===== config.mk =====
export PLATFORM = sky130hd
export DESIGN_NAME = svm_fault_logic
export DESIGN_NICKNAME = d
export VERILOG_FILES = /design/src/shared/svm_pkg.sv /design/src/logic/svm_rail_flag.sv /design/src/logic/svm_fault_logic.sv
export VERILOG_INCLUDE_DIRS = /design/src /design/src/shared
export SDC_FILE = /design/constraint.sdc
export NUM_CORES = 1
export LEC_CHECK = 0
export ABC_AREA = 1
export ABC_CLOCK_PERIOD_IN_PS = 1800
export BUFFER_PORTS_ARGS = -buffer_cell sky130_fd_sc_hd__buf_4
export CORE_MARGIN = 5
export CORE_UTILIZATION = 43
export DETAILED_ROUTE_END_ITERATION = 10
export GPL_ROUTABILITY_DRIVEN = 0
export PLACE_DENSITY_LB_ADDON = 0.12
export SLEW_MARGIN = 20
export SYNTH_ARGS = -nofsm -noshare
export SYNTH_HDL_FRONTEND = slang
export SYNTH_SLANG_ARGS = --single-unit

===== constraint.sdc =====
create_clock -name clk_in -period 1.8 [get_ports clk_in]
set_input_delay 0.18 -clock clk_in [delete_from_list [all_inputs] [get_ports clk_in]]
set_output_delay 0.18 -clock clk_in [all_outputs]
set_load 0.01 [all_outputs]

===== src/shared/svm_map.svh =====
// constants of the supply monitor fault logic: timing, register map, field positions
// assumes inclusion by bare name from the design files
`ifndef SVM_MAP_SVH
`define SVM_MAP_SVH

// ----------------------------------------------------------------
// timing
// ----------------------------------------------------------------
`define SVM_CLK_PERIOD_NS 10
`define SVM_DGL_RAIL_NS 21000
`define SVM_DGL_FAST_NS 10000
`define SVM_DGL_VIN_UV_NS 90000
`define SVM_ST_STEP_CYC 8
`define SVM_ST_PHASES 8

// ----------------------------------------------------------------
// rails
// ----------------------------------------------------------------
`define SVM_NUM_RAILS 8
`define SVM_RAIL_PRE 0
`define SVM_RAIL_LVR 1
`define SVM_RAIL_BOOST 2
`define SVM_RAIL_VREG 3
`define SVM_RAIL_VIO 4
`define SVM_RAIL_VIN 5
`define SVM_RAIL_EXT0 6
`define SVM_RAIL_EXT1 7
`define SVM_NUM_REG_RAILS 3

// ----------------------------------------------------------------
// register map (byte addresses)
// ----------------------------------------------------------------
`define SVM_ADDR_UV_STAT 12'h000
`define SVM_ADDR_OV_STAT 12'h004
`define SVM_ADDR_PROT_STAT 12'h008
`define SVM_ADDR_CTRL 12'h00c
`define SVM_ADDR_TEST 12'h010
`define SVM_ADDR_IRQ_STAT 12'h014
`define SVM_ADDR_IRQ_MASK 12'h018

// ----------------------------------------------------------------
// fields
// ----------------------------------------------------------------
`define SVM_CTRL_UV_RST_LSB 0
`define SVM_CTRL_OV_RST_LSB 3
`define SVM_CTRL_VIN_IRQ_BIT 6
`define SVM_CTRL_RESET 7'h00
`define SVM_TEST_START_BIT 0
`define SVM_TEST_BUSY_BIT 0
`define SVM_TEST_PASS_BIT 1
`define SVM_TEST_FAIL_BIT 2
`define SVM_IRQ_UV_BIT 0
`define SVM_IRQ_OV_BIT 1
`define SVM_IRQ_PROT_BIT 2
`define SVM_IRQ_TEST_BIT 3
`define SVM_IRQ_WIDTH 4
`define SVM_IRQ_RESET 4'h0

`endif


===== src/shared/svm_pkg.sv =====
// types of the supply monitor fault logic
// assumes svm_map.svh for the numbers
package svm_pkg;

  // ----------------------------------------------------------------
  // comparator group: one bit per rail for each kind of fault
  // ----------------------------------------------------------------
  typedef struct packed {
    logic [7:0] prot;
    logic [7:0] ov;
    logic [7:0] uv;
  } svm_cmp_t;

  typedef struct packed {
    logic psel;
    logic penable;
    logic pwrite;
    logic [11:0] paddr;
    logic [31:0] pwdata;
  } svm_apb_req_t;

  typedef enum logic [2:0] {
    SVM_DEV_OFF = 3'b000,
    SVM_DEV_RESET = 3'b001,
    SVM_DEV_DIAG = 3'b010,
    SVM_DEV_ACTIVE = 3'b011,
    SVM_DEV_SAFE = 3'b100
  } svm_dev_state_t;

  typedef enum logic [1:0] {
    SVM_ST_IDLE = 2'b00,
    SVM_ST_RUN = 2'b01
  } svm_st_state_t;

endpackage : svm_pkg


===== src/logic/svm_rail_flag.sv =====
// one fault flag of one rail: deglitch counter and sticky flag
// assumes cond_in already synchronised to clk_in
`timescale 1ns/100ps
module svm_rail_flag #(
  parameter int DGL_CYC = 2100
) (
  input wire logic clk_in,
  input wire logic reset_in,
  input wire logic cond_in,
  input wire logic ramping_in,
  input wire logic test_active_in,
  input wire logic clear_in,
  output logic flag_out,
  output logic set_pulse_out
);
  localparam logic [13:0] LIMIT = 14'(DGL_CYC);
  localparam logic [13:0] LAST = 14'(DGL_CYC - 1);

  logic [13:0] cnt_q;
  logic [13:0] cnt_d;
  logic flag_q;
  logic flag_d;
  logic set_d;

  always_comb begin
    cnt_d = cnt_q;
    flag_d = flag_q;
    set_d = 1'b0;
    if (ramping_in) begin
      cnt_d = 14'h0000; // RULE3
      flag_d = 1'b0; // RULE3
    end else if (cond_in && !test_active_in) begin // RULE11
      if (cnt_q == LAST) begin
        cnt_d = LIMIT; // RULE6
        set_d = 1'b1; // RULE4
      end else if (cnt_q != LIMIT) begin
        cnt_d = cnt_q + 14'h0001; // RULE6
      end
      if (cnt_q == LAST || cnt_q == LIMIT) begin
        flag_d = 1'b1; // RULE4
      end
    end else begin
      cnt_d = 14'h0000; // RULE6
      if (clear_in && !cond_in) begin
        flag_d = 1'b0; // RULE5
      end
    end
  end

  always_ff @(posedge clk_in) begin
    if (reset_in) begin
      cnt_q <= 14'h0000;
      flag_q <= 1'b0;
      set_pulse_out <= 1'b0;
    end else begin
      cnt_q <= cnt_d;
      flag_q <= flag_d;
      set_pulse_out <= set_d;
    end
  end

  assign flag_out = flag_q;

endmodule : svm_rail_flag


===== src/logic/svm_fault_logic.sv =====
// supply monitor fault logic: per-rail flags, self-test, pin and state responses, apb
// assumes raw comparator and ramp signals are asynchronous; device state is on clk_in
//
// Behaviour
// RULE1: watch input supply, regulators, internal regulators and two external rails.
// RULE2: separate readable undervoltage, overvoltage and protection flags per rail.
// RULE3: flags of a ramping rail are held at zero.
// RULE4: out-of-window condition lasting the deglitch time sets its flag.
// RULE5: set flag stays until a read clears it with the fault gone.
// RULE6: each rail has its own deglitch timer; short glitches change nothing.
// RULE7: monitoring never stops, even with the feeding regulator off.
// RULE8: self-test at power-up; host start only in diagnostic, active, safe.
// RULE9: self-test toggles every comparator several times through emulated faults.
// RULE10: toggling pattern of each comparator is checked for pass or fail.
// RULE11: self-test disturbs no rail and records no fault events.
// RULE12: regulator reset enable selects reset request and low reset pin.
// RULE13: any fault drives interrupt pin low; input undervoltage only when enabled.
//
// The APB interface to the registers and the register offsets were decided locally.
`timescale 1ns/100ps
`include "svm_map.svh"
module svm_fault_logic #(
  parameter int VIN_UV_DGL_CYC = `SVM_DGL_VIN_UV_NS / `SVM_CLK_PERIOD_NS
) (
  input wire logic clk_in,
  input wire logic reset_in,
  input wire svm_pkg::svm_apb_req_t apb_in,
  output logic [31:0] prdata_out,
  output logic pready_out,
  output logic pslverr_out,
  input wire svm_pkg::svm_cmp_t cmp_in,
  input wire logic [7:0] ramping_in,
  input wire svm_pkg::svm_dev_state_t device_state_in,
  output svm_pkg::svm_cmp_t test_drive_out,
  output logic test_active_out,
  output logic reset_output_pin_n_out,
  output logic enable_interrupt_pin_n_out,
  output logic req_reset_out,
  output logic req_safe_out,
  output logic irq_out
);
  // least times round up to whole cycles
  localparam int RAIL_DGL_CYC = (`SVM_DGL_RAIL_NS + `SVM_CLK_PERIOD_NS - 1) / `SVM_CLK_PERIOD_NS;
  localparam int FAST_DGL_CYC = (`SVM_DGL_FAST_NS + `SVM_CLK_PERIOD_NS - 1) / `SVM_CLK_PERIOD_NS;
  localparam logic [3:0] STEP_LAST = 4'(`SVM_ST_STEP_CYC - 1);
  localparam logic [3:0] PHASE_LAST = 4'(`SVM_ST_PHASES - 1);

  // ----------------------------------------------------------------
  // input synchronisers
  // ----------------------------------------------------------------
  svm_pkg::svm_cmp_t cmp_meta_q;
  svm_pkg::svm_cmp_t cmp_sync_q;
  logic [7:0] ramp_meta_q;
  logic [7:0] ramp_sync_q;

  always_ff @(posedge clk_in) begin
    if (reset_in) begin
      cmp_meta_q <= '0;
      cmp_sync_q <= '0;
      ramp_meta_q <= 8'h00;
      ramp_sync_q <= 8'h00;
    end else begin
      cmp_meta_q <= cmp_in;
      cmp_sync_q <= cmp_meta_q;
      ramp_meta_q <= ramping_in;
      ramp_sync_q <= ramp_meta_q;
    end
  end

  // ----------------------------------------------------------------
  // apb decode
  // ----------------------------------------------------------------
  logic setup_w;
  logic access_w;
  logic wr_w;
  logic rd_w;
  logic mapped_w;

  assign setup_w = apb_in.psel && !apb_in.penable;
  assign access_w = apb_in.psel && apb_in.penable;
  assign wr_w = access_w && apb_in.pwrite;
  assign rd_w = access_w && !apb_in.pwrite;

  always_comb begin
    unique case (apb_in.paddr)
      `SVM_ADDR_UV_STAT, `SVM_ADDR_OV_STAT, `SVM_ADDR_PROT_STAT, `SVM_ADDR_CTRL,
      `SVM_ADDR_TEST, `SVM_ADDR_IRQ_STAT, `SVM_ADDR_IRQ_MASK: mapped_w = 1'b1;
      default: mapped_w = 1'b0;
    endcase
  end

  assign pready_out = access_w;
  assign pslverr_out = access_w && !mapped_w;

  // read clears of the sticky flags take effect at the access edge
  logic clr_uv_w;
  logic clr_ov_w;
  logic clr_prot_w;

  assign clr_uv_w = rd_w && (apb_in.paddr == `SVM_ADDR_UV_STAT); // RULE5
  assign clr_ov_w = rd_w && (apb_in.paddr == `SVM_ADDR_OV_STAT); // RULE5
  assign clr_prot_w = rd_w && (apb_in.paddr == `SVM_ADDR_PROT_STAT); // RULE5

  // ----------------------------------------------------------------
  // per-rail flags
  // ----------------------------------------------------------------
  svm_pkg::svm_cmp_t flag_w;
  svm_pkg::svm_cmp_t set_w;
  logic st_active_w;

  // monitoring runs whatever the device state or regulator enables
  for (genvar r = 0; r < `SVM_NUM_RAILS; r++) begin : g_rail // RULE1 RULE7
    localparam int UV_CYC = (r == `SVM_RAIL_VIN) ? VIN_UV_DGL_CYC : RAIL_DGL_CYC;
    localparam bit FAST_OV = (r == `SVM_RAIL_VIN) || (r == `SVM_RAIL_VREG) ||
                             (r == `SVM_RAIL_VIO);
    localparam int OV_CYC = FAST_OV ? FAST_DGL_CYC : RAIL_DGL_CYC;

    svm_rail_flag #(.DGL_CYC(UV_CYC)) u_uv ( // RULE2
      .clk_in(clk_in),
      .reset_in(reset_in),
      .cond_in(cmp_sync_q.uv[r]),
      .ramping_in(ramp_sync_q[r]),
      .test_active_in(st_active_w),
      .clear_in(clr_uv_w),
      .flag_out(flag_w.uv[r]),
      .set_pulse_out(set_w.uv[r])
    );
    svm_rail_flag #(.DGL_CYC(OV_CYC)) u_ov ( // RULE2
      .clk_in(clk_in),
      .reset_in(reset_in),
      .cond_in(cmp_sync_q.ov[r]),
      .ramping_in(ramp_sync_q[r]),
      .test_active_in(st_active_w),
      .clear_in(clr_ov_w),
      .flag_out(flag_w.ov[r]),
      .set_pulse_out(set_w.ov[r])
    );
    svm_rail_flag #(.DGL_CYC(RAIL_DGL_CYC)) u_prot ( // RULE2
      .clk_in(clk_in),
      .reset_in(reset_in),
      .cond_in(cmp_sync_q.prot[r]),
      .ramping_in(ramp_sync_q[r]),
      .test_active_in(st_active_w),
      .clear_in(clr_prot_w),
      .flag_out(flag_w.prot[r]),
      .set_pulse_out(set_w.prot[r])
    );
  end

  // ----------------------------------------------------------------
  // control registers
  // ----------------------------------------------------------------
  logic [6:0] ctrl_q;
  logic [6:0] ctrl_d;
  logic [`SVM_IRQ_WIDTH-1:0] irq_mask_q;
  logic [`SVM_IRQ_WIDTH-1:0] irq_mask_d;
  logic [2:0] uv_rst_en_w;
  logic [2:0] ov_rst_en_w;
  logic vin_irq_en_w;

  always_comb begin
    ctrl_d = ctrl_q;
    irq_mask_d = irq_mask_q;
    if (wr_w && apb_in.paddr == `SVM_ADDR_CTRL) begin
      ctrl_d = apb_in.pwdata[6:0];
    end
    if (wr_w && apb_in.paddr == `SVM_ADDR_IRQ_MASK) begin
      irq_mask_d = apb_in.pwdata[`SVM_IRQ_WIDTH-1:0];
    end
  end

  always_ff @(posedge clk_in) begin
    if (reset_in) begin
      ctrl_q <= `SVM_CTRL_RESET;
      irq_mask_q <= `SVM_IRQ_RESET;
    end else begin
      ctrl_q <= ctrl_d;
      irq_mask_q <= irq_mask_d;
    end
  end

  assign uv_rst_en_w = ctrl_q[`SVM_CTRL_UV_RST_LSB +: `SVM_NUM_REG_RAILS];
  assign ov_rst_en_w = ctrl_q[`SVM_CTRL_OV_RST_LSB +: `SVM_NUM_REG_RAILS];
  assign vin_irq_en_w = ctrl_q[`SVM_CTRL_VIN_IRQ_BIT];

  // ----------------------------------------------------------------
  // self-test controller
  // ----------------------------------------------------------------
  svm_pkg::svm_st_state_t st_q;
  svm_pkg::svm_st_state_t st_d;
  logic st_pending_q;
  logic st_pending_d;
  logic [3:0] step_q;
  logic [3:0] step_d;
  logic [3:0] phase_q;
  logic [3:0] phase_d;
  logic pat_q;
  logic pat_d;
  logic st_fail_q;
  logic st_fail_d;
  logic st_pass_q;
  logic st_pass_d;
  logic st_done_d;
  logic st_done_q;
  logic host_start_w;
  logic state_ok_w;

  assign state_ok_w = (device_state_in == svm_pkg::SVM_DEV_DIAG) ||
                      (device_state_in == svm_pkg::SVM_DEV_ACTIVE) ||
                      (device_state_in == svm_pkg::SVM_DEV_SAFE);
  assign host_start_w = wr_w && (apb_in.paddr == `SVM_ADDR_TEST) &&
                        apb_in.pwdata[`SVM_TEST_START_BIT] && state_ok_w; // RULE8

  always_comb begin
    st_d = st_q;
    st_pending_d = st_pending_q;
    step_d = step_q;
    phase_d = phase_q;
    pat_d = pat_q;
    st_fail_d = st_fail_q;
    st_pass_d = st_pass_q;
    st_done_d = 1'b0;
    unique case (st_q)
      svm_pkg::SVM_ST_IDLE: begin
        if (st_pending_q || host_start_w) begin // RULE8
          st_d = svm_pkg::SVM_ST_RUN;
          st_pending_d = 1'b0;
          step_d = 4'h0;
          phase_d = 4'h0;
          pat_d = 1'b1;
          st_fail_d = 1'b0;
          st_pass_d = 1'b0;
        end
      end
      svm_pkg::SVM_ST_RUN: begin
        if (step_q == STEP_LAST) begin
          step_d = 4'h0;
          if (cmp_sync_q != {$bits(svm_pkg::svm_cmp_t){pat_q}}) begin
            st_fail_d = 1'b1; // RULE10
          end
          pat_d = !pat_q; // RULE9
          if (phase_q == PHASE_LAST) begin
            st_d = svm_pkg::SVM_ST_IDLE;
            pat_d = 1'b0;
            st_done_d = 1'b1;
            st_pass_d = !st_fail_d; // RULE10
          end else begin
            phase_d = phase_q + 4'h1;
          end
        end else begin
          step_d = step_q + 4'h1;
        end
      end
    endcase
  end

  always_ff @(posedge clk_in) begin
    if (reset_in) begin
      st_q <= svm_pkg::SVM_ST_IDLE;
      st_pending_q <= 1'b1; // RULE8
      step_q <= 4'h0;
      phase_q <= 4'h0;
      pat_q <= 1'b0;
      st_fail_q <= 1'b0;
      st_pass_q <= 1'b0;
      st_done_q <= 1'b0;
    end else begin
      st_q <= st_d;
      st_pending_q <= st_pending_d;
      step_q <= step_d;
      phase_q <= phase_d;
      pat_q <= pat_d;
      st_fail_q <= st_fail_d;
      st_pass_q <= st_pass_d;
      st_done_q <= st_done_d;
    end
  end

  // emulation reaches only the comparator inputs; flags ignore them meanwhile
  assign st_active_w = (st_q == svm_pkg::SVM_ST_RUN); // RULE11
  assign test_active_out = st_active_w;
  assign test_drive_out = {$bits(svm_pkg::svm_cmp_t){pat_q}}; // RULE9

  // ----------------------------------------------------------------
  // responses: state requests and pins
  // ----------------------------------------------------------------
  logic rst_ev_w;
  logic safe_ev_w;
  logic rst_hold_w;
  logic irq_hold_w;
  svm_pkg::svm_cmp_t irq_src_w;
  logic req_reset_q;
  logic req_safe_q;
  logic rst_pin_n_q;
  logic int_pin_n_q;

  assign rst_ev_w = |(set_w.uv[2:0] & uv_rst_en_w) | |(set_w.ov[2:0] & ov_rst_en_w); // RULE12
  assign safe_ev_w = |(set_w.uv[2:0] & ~uv_rst_en_w) | |(set_w.ov[2:0] & ~ov_rst_en_w) |
                     |set_w.prot[2:0]; // RULE12
  assign rst_hold_w = |(flag_w.uv[2:0] & uv_rst_en_w) | |(flag_w.ov[2:0] & ov_rst_en_w);

  always_comb begin
    irq_src_w = flag_w;
    irq_src_w.uv[`SVM_RAIL_VIN] = flag_w.uv[`SVM_RAIL_VIN] && vin_irq_en_w; // RULE13
  end
  assign irq_hold_w = |irq_src_w; // RULE13

  always_ff @(posedge clk_in) begin
    if (reset_in) begin
      req_reset_q <= 1'b0;
      req_safe_q <= 1'b0;
      rst_pin_n_q <= 1'b1;
      int_pin_n_q <= 1'b1;
    end else begin
      req_reset_q <= rst_ev_w; // RULE12
      req_safe_q <= safe_ev_w && !rst_ev_w; // RULE12
      rst_pin_n_q <= !rst_hold_w; // RULE12
      int_pin_n_q <= !irq_hold_w; // RULE13
    end
  end

  assign req_reset_out = req_reset_q;
  assign req_safe_out = req_safe_q;
  assign reset_output_pin_n_out = rst_pin_n_q;
  assign enable_interrupt_pin_n_out = int_pin_n_q;

  // ----------------------------------------------------------------
  // interrupt status and read data
  // ----------------------------------------------------------------
  logic [`SVM_IRQ_WIDTH-1:0] irq_stat_q;
  logic [`SVM_IRQ_WIDTH-1:0] irq_stat_d;
  logic [`SVM_IRQ_WIDTH-1:0] irq_ev_w;
  logic [31:0] rdata_q;
  logic [31:0] rdata_d;

  assign irq_ev_w[`SVM_IRQ_UV_BIT] = |set_w.uv;
  assign irq_ev_w[`SVM_IRQ_OV_BIT] = |set_w.ov;
  assign irq_ev_w[`SVM_IRQ_PROT_BIT] = |set_w.prot;
  assign irq_ev_w[`SVM_IRQ_TEST_BIT] = st_done_q;

  always_comb begin
    irq_stat_d = irq_stat_q;
    if (wr_w && apb_in.paddr == `SVM_ADDR_IRQ_STAT) begin
      irq_stat_d = irq_stat_q & ~apb_in.pwdata[`SVM_IRQ_WIDTH-1:0];
    end
    irq_stat_d = irq_stat_d | irq_ev_w; // set wins over clear
    rdata_d = rdata_q;
    if (setup_w) begin
      rdata_d = 32'h0000_0000;
      unique case (apb_in.paddr)
        `SVM_ADDR_UV_STAT: rdata_d[7:0] = flag_w.uv; // RULE2
        `SVM_ADDR_OV_STAT: rdata_d[7:0] = flag_w.ov; // RULE2
        `SVM_ADDR_PROT_STAT: rdata_d[7:0] = flag_w.prot; // RULE2
        `SVM_ADDR_CTRL: rdata_d[6:0] = ctrl_q;
        `SVM_ADDR_TEST: begin
          rdata_d[`SVM_TEST_BUSY_BIT] = st_active_w;
          rdata_d[`SVM_TEST_PASS_BIT] = st_pass_q;
          rdata_d[`SVM_TEST_FAIL_BIT] = st_fail_q;
        end
        `SVM_ADDR_IRQ_STAT: rdata_d[`SVM_IRQ_WIDTH-1:0] = irq_stat_q;
        `SVM_ADDR_IRQ_MASK: rdata_d[`SVM_IRQ_WIDTH-1:0] = irq_mask_q;
        default: rdata_d = 32'h0000_0000;
      endcase
    end
  end

  always_ff @(posedge clk_in) begin
    if (reset_in) begin
      irq_stat_q <= `SVM_IRQ_RESET;
      rdata_q <= 32'h0000_0000;
    end else begin
      irq_stat_q <= irq_stat_d;
      rdata_q <= rdata_d;
    end
  end

  assign prdata_out = rdata_q;
  assign irq_out = |(irq_stat_q & irq_mask_q);

endmodule : svm_fault_logic


==> metrics.md <==
| Metric | Value |
|---|---|
| Result of the run | `finished, final reports clean` |
| Placed inst area | `0.02471 mm²` |
| Synth Flop Type | `dfxtp_1` |
| Post-synthesis to final-layout area growth | `16.47%` |
| Type of origin of the critical path | `flip-flop` |
| Gate Count Post-Synth | `3214` |
| Violation count after the first detailed-routing iteration | `1161` |
| Maximum VDD drop | `0.0007129 V` |
| Clock latency at the later pin of the worst-skew pair | `0.60 ns` |
| Critical path's largest stage delay | `around 0.5 ns` |
| Final cell count without fillers | `4145` |
| Kind of path behind the tightest hold check | `in2reg` |
| Wire length reported by the detailed router | `55.51 mm` |
| Maximum fanout along the worst path | `8` |
| Count of input and output buffers | `98` |
| Most frequent cell after synthesis | `nand2_1` |
| Simple-gate area share of the yosys netlist | `31.91%` |
| Total negative slack | `0 ns` |
| Arrival time at the worst endpoint | `2.15 ns` |
| Mean routed wirelength per cell | `between 10 and 15 µm` |
| Buffer levels on the longest clock path | `3` |
| Die Ht | `242.2 µm` |
| Slowest stage cell, crit path | `nor4_2` |
| Full die area | `0.05866 mm²` |
| Post-route clock skew | `0.02212 ns` |
| Share of synthesized area spent on multiplexers | `0%` |
| Total congestion overflow | `0` |
| Dpl hpwl | `about 42 mm` |
| Number of detailed-route iterations in the first pass | `5` |
| FF+latch count, synth | `~490` |
| Library cells used by synthesis | `54` |
| Cell area after synthesis | `0.02318 mm²` |
| Clock tree from TritonCTS | `yes` |
| Cell accounting for the most synthesized area | `dfxtp_1` |
| Static leakage power | `0.01007 µW` |
| Top Ports | `about 150` |
| Final-layout fill cell count | `approximately 5300` |
| Kind of end point of the critical path | `flip-flop` |
| Largest net degree at the start of global routing | `41` |
| CTS Buf Count | `between 50 and 60` |
| Fraction of synthesis flops using an asynchronous set or reset pin | `0%` |
| Max-slew headroom | `55.37%` |
| Min cycle time layout | `1.683 ns` |
| Setup repair after global routing missed its margin | `no` |
| Final cycle utilization of the critical path | `93.50%` |
| Number of antenna violations at the first check in global routing | `0` |
| Mapped Avg Cell Area | `7.213 µm²` |
| Fraction of layout cells with a size suffix above 1 | `about a tenth` |
| Slew at the pin closest to its max-slew limit | `0.6686 ns` |
| Horizontal die dimension | `around 240 µm` |
| Max-slew violations | `0` |
| Adder and majority cell fraction of the synthesized area | `under 10%` |
| Number of clock sinks seen by CTS | `just under 500` |
| List of most frequent post-synthesis cells | `nand2_1 (570), inv_1 (525), dfxtp_1 (489)` |
| Share of the synthesized area in the top cell type | `between 40% and 50%` |
| Clock-pin slew on the worst setup and hold paths | `0.06 ns` |
| Remaining DRCs | `0` |
| XOR/XNOR Fraction of Synth Area | `4.533%` |
| Synth top area cells | `dfxtp_1 (42%), nand2_1 (9.2%), inv_1 (8.5%)` |
| Number of levels the H-tree was split into | `2` |
| EDFF count, synth | `0` |
| Startpoint-to-endpoint class of the critical path | `reg2reg` |
| Via-per-instance ratio | `between 4 and 5` |
| FP Rows | `between 80 and 90` |
| Post-layout utilization of the core | `between 50% and 60%` |
| Final hold violation count | `0` |
| Max Cap Violations | `0` |
| Synthesis warning total | `0` |
| Total power per unit cell area | `853.4 mW/mm²` |
| Root Buffer Master | `clkbuf_16` |
| Portion of the post-synthesis area used by sequential elements | `42.23%` |
| Highest clock frequency the design can meet | `594.2 MHz` |
| Count of antenna-violating nets left after detailed routing | `0` |
| Compound-cell area share of the yosys netlist | `7.820%` |
| Req. time, crit path | `2.27 ns` |
| First-pass GRT wire length | `just over 90 mm` |
| Total Nets Final | `3540` |
| Floorplan Core Area | `0.05360 mm²` |
| Total via count after detailed routing | `between 20000 and 25000` |
| Via count of the first global-routing pass | `between 15000 and 20000` |
| Final setup violating endpoints | `0` |
| Final cell area excluding filler cells | `between 0.02 and 0.03 mm²` |
| Dominant combinational cell family by area after synthesis | `simple AND/OR/NAND/NOR gates` |
| Number of placed cells counting well taps | `4006` |
| GRT Resource Usage Total | `between 10% and 20%` |
| Initial core utilization | `between 40% and 50%` |
| Post-layout total power | `about 23000 µW` |
| Worst path cell trace | `nand2_1 > nor4_2 > nand3_1 > nand2_2 > nor3b_1` |
## layer usage
metal  GRT usage (%)  vias up  share of wire [%]
li1                -    10620                  -
met1           24.39     9301                 47
met2           31.06      313                 46
met3           2.780       95                4.0
met4           5.791        0                2.6
met5               0        -                  0
## where the power goes
group | switching [µW] | total (µW) | internal (µW) | leakage (µW)
logic | 487 | 831 | 345 | 0.00521
registers | 70.2 | 11000 | 10900 | 0.00395
clock network | 4440 | 11200 | 6780 | 0.000906
## state kept, by name (all words and copies together), names as in the netlist, 24 cells and up
signal	cells
g_rail.u_ov.cnt_q	112
g_rail.u_prot.cnt_q	112
cmp_sync_q	24
cmp_meta_q	24
g_rail.u_uv.cnt_q	112
## area by class of cell
cell class / count / area (µm²) / area share, %
multi-input cells: 2146 / 11030 / 40.84
flip-flops and latches: 489 / 9792 / 36.26
inverters: 532 / 1997 / 7.395
clock buffers: 80 / 1628 / 6.028
repair buffers: 184 / 1488 / 5.509
well taps: 696 / 870.8 / 3.225
clock inverters: 17 / 197.7 / 0.7321
diodes: 1 / 2.502 / 0.009267
## stage by stage
stage	hold WS, ns	setup slack [ns]
6_report	0.05878	0.1171
3_3_place_gp	0.3824	0.1812
3_5_place_dp	0.3893	0.1324
2_1_floorplan	0.2870	0.2321
4_1_cts	0.01894	0.006188
5_1_grt	0.05973	0.002327
## cells in the final DEF (no fill, tap or decap), types with 7 or more instances in the layout
cell / instances
a21oi_1: 222
nor4_1: 50
or2_2: 29
clkinv_2: 9
nand3_1: 233
clkbuf_1: 7
nand4_1: 69
conb_1: 24
nand3_2: 11
nor3b_1: 10
o21ai_0: 50
inv_1: 525
o21ai_1: 13
ha_1: 47
nor2_2: 16
xor2_1: 93
nand2_1: 570
clkbuf_8: 20
buf_4: 142
nor2_4: 18
clkbuf_16: 53
nor3_1: 115
o211ai_1: 14
nor3_2: 14
nand2_2: 17
nand3b_1: 13
nor2_1: 425
a31oi_1: 24
dfxtp_1: 487
dlygate4sd3_1: 41
xnor2_1: 27
## worst max-delay path: cells and delay by family, from the launching register on
| kind | cells | cell delay [ns] |
|---|---|---|
| DFF | 1 | 0.36 |
| and+or+nand+nor | 5 | 1.21 |
## cell families (layout without fill, tap and decap cells)
logic type / count (synthesis) / after routing
simple gates: 1612 / 1612
flops: 489 / 489
compound gates: 340 / 340
buf+inv: 602 / 813
fa+ha+maj: 50 / 50
xor+xnor: 120 / 120
other cells: 1 / 25
## worst paths after layout
check / from / cells after the start / endpoint / slack, ns
worst min register to register: cmp_meta_q[4] / 2 / cmp_sync_q[4] / 0.40
worst min-delay path: apb_in[35] / 4 / prdata_out[7] / 0.06
worst max register to register: g_rail[5].u_uv.cnt_q[8] / 5 / g_rail[5].u_uv.cnt_q[10] / 0.12
worst max-delay path: g_rail[5].u_uv.cnt_q[8] / 5 / g_rail[5].u_uv.cnt_q[10] / 0.12
## timing repair
item,CTS,global route
hold endpoints to repair,56,0
endpoints found under the setup margin,0,52
hold buffers,41,0
gates resized for setup,0,17
buffers inserted,0,0
No activity file was read; power rests on OpenSTA's default activity.
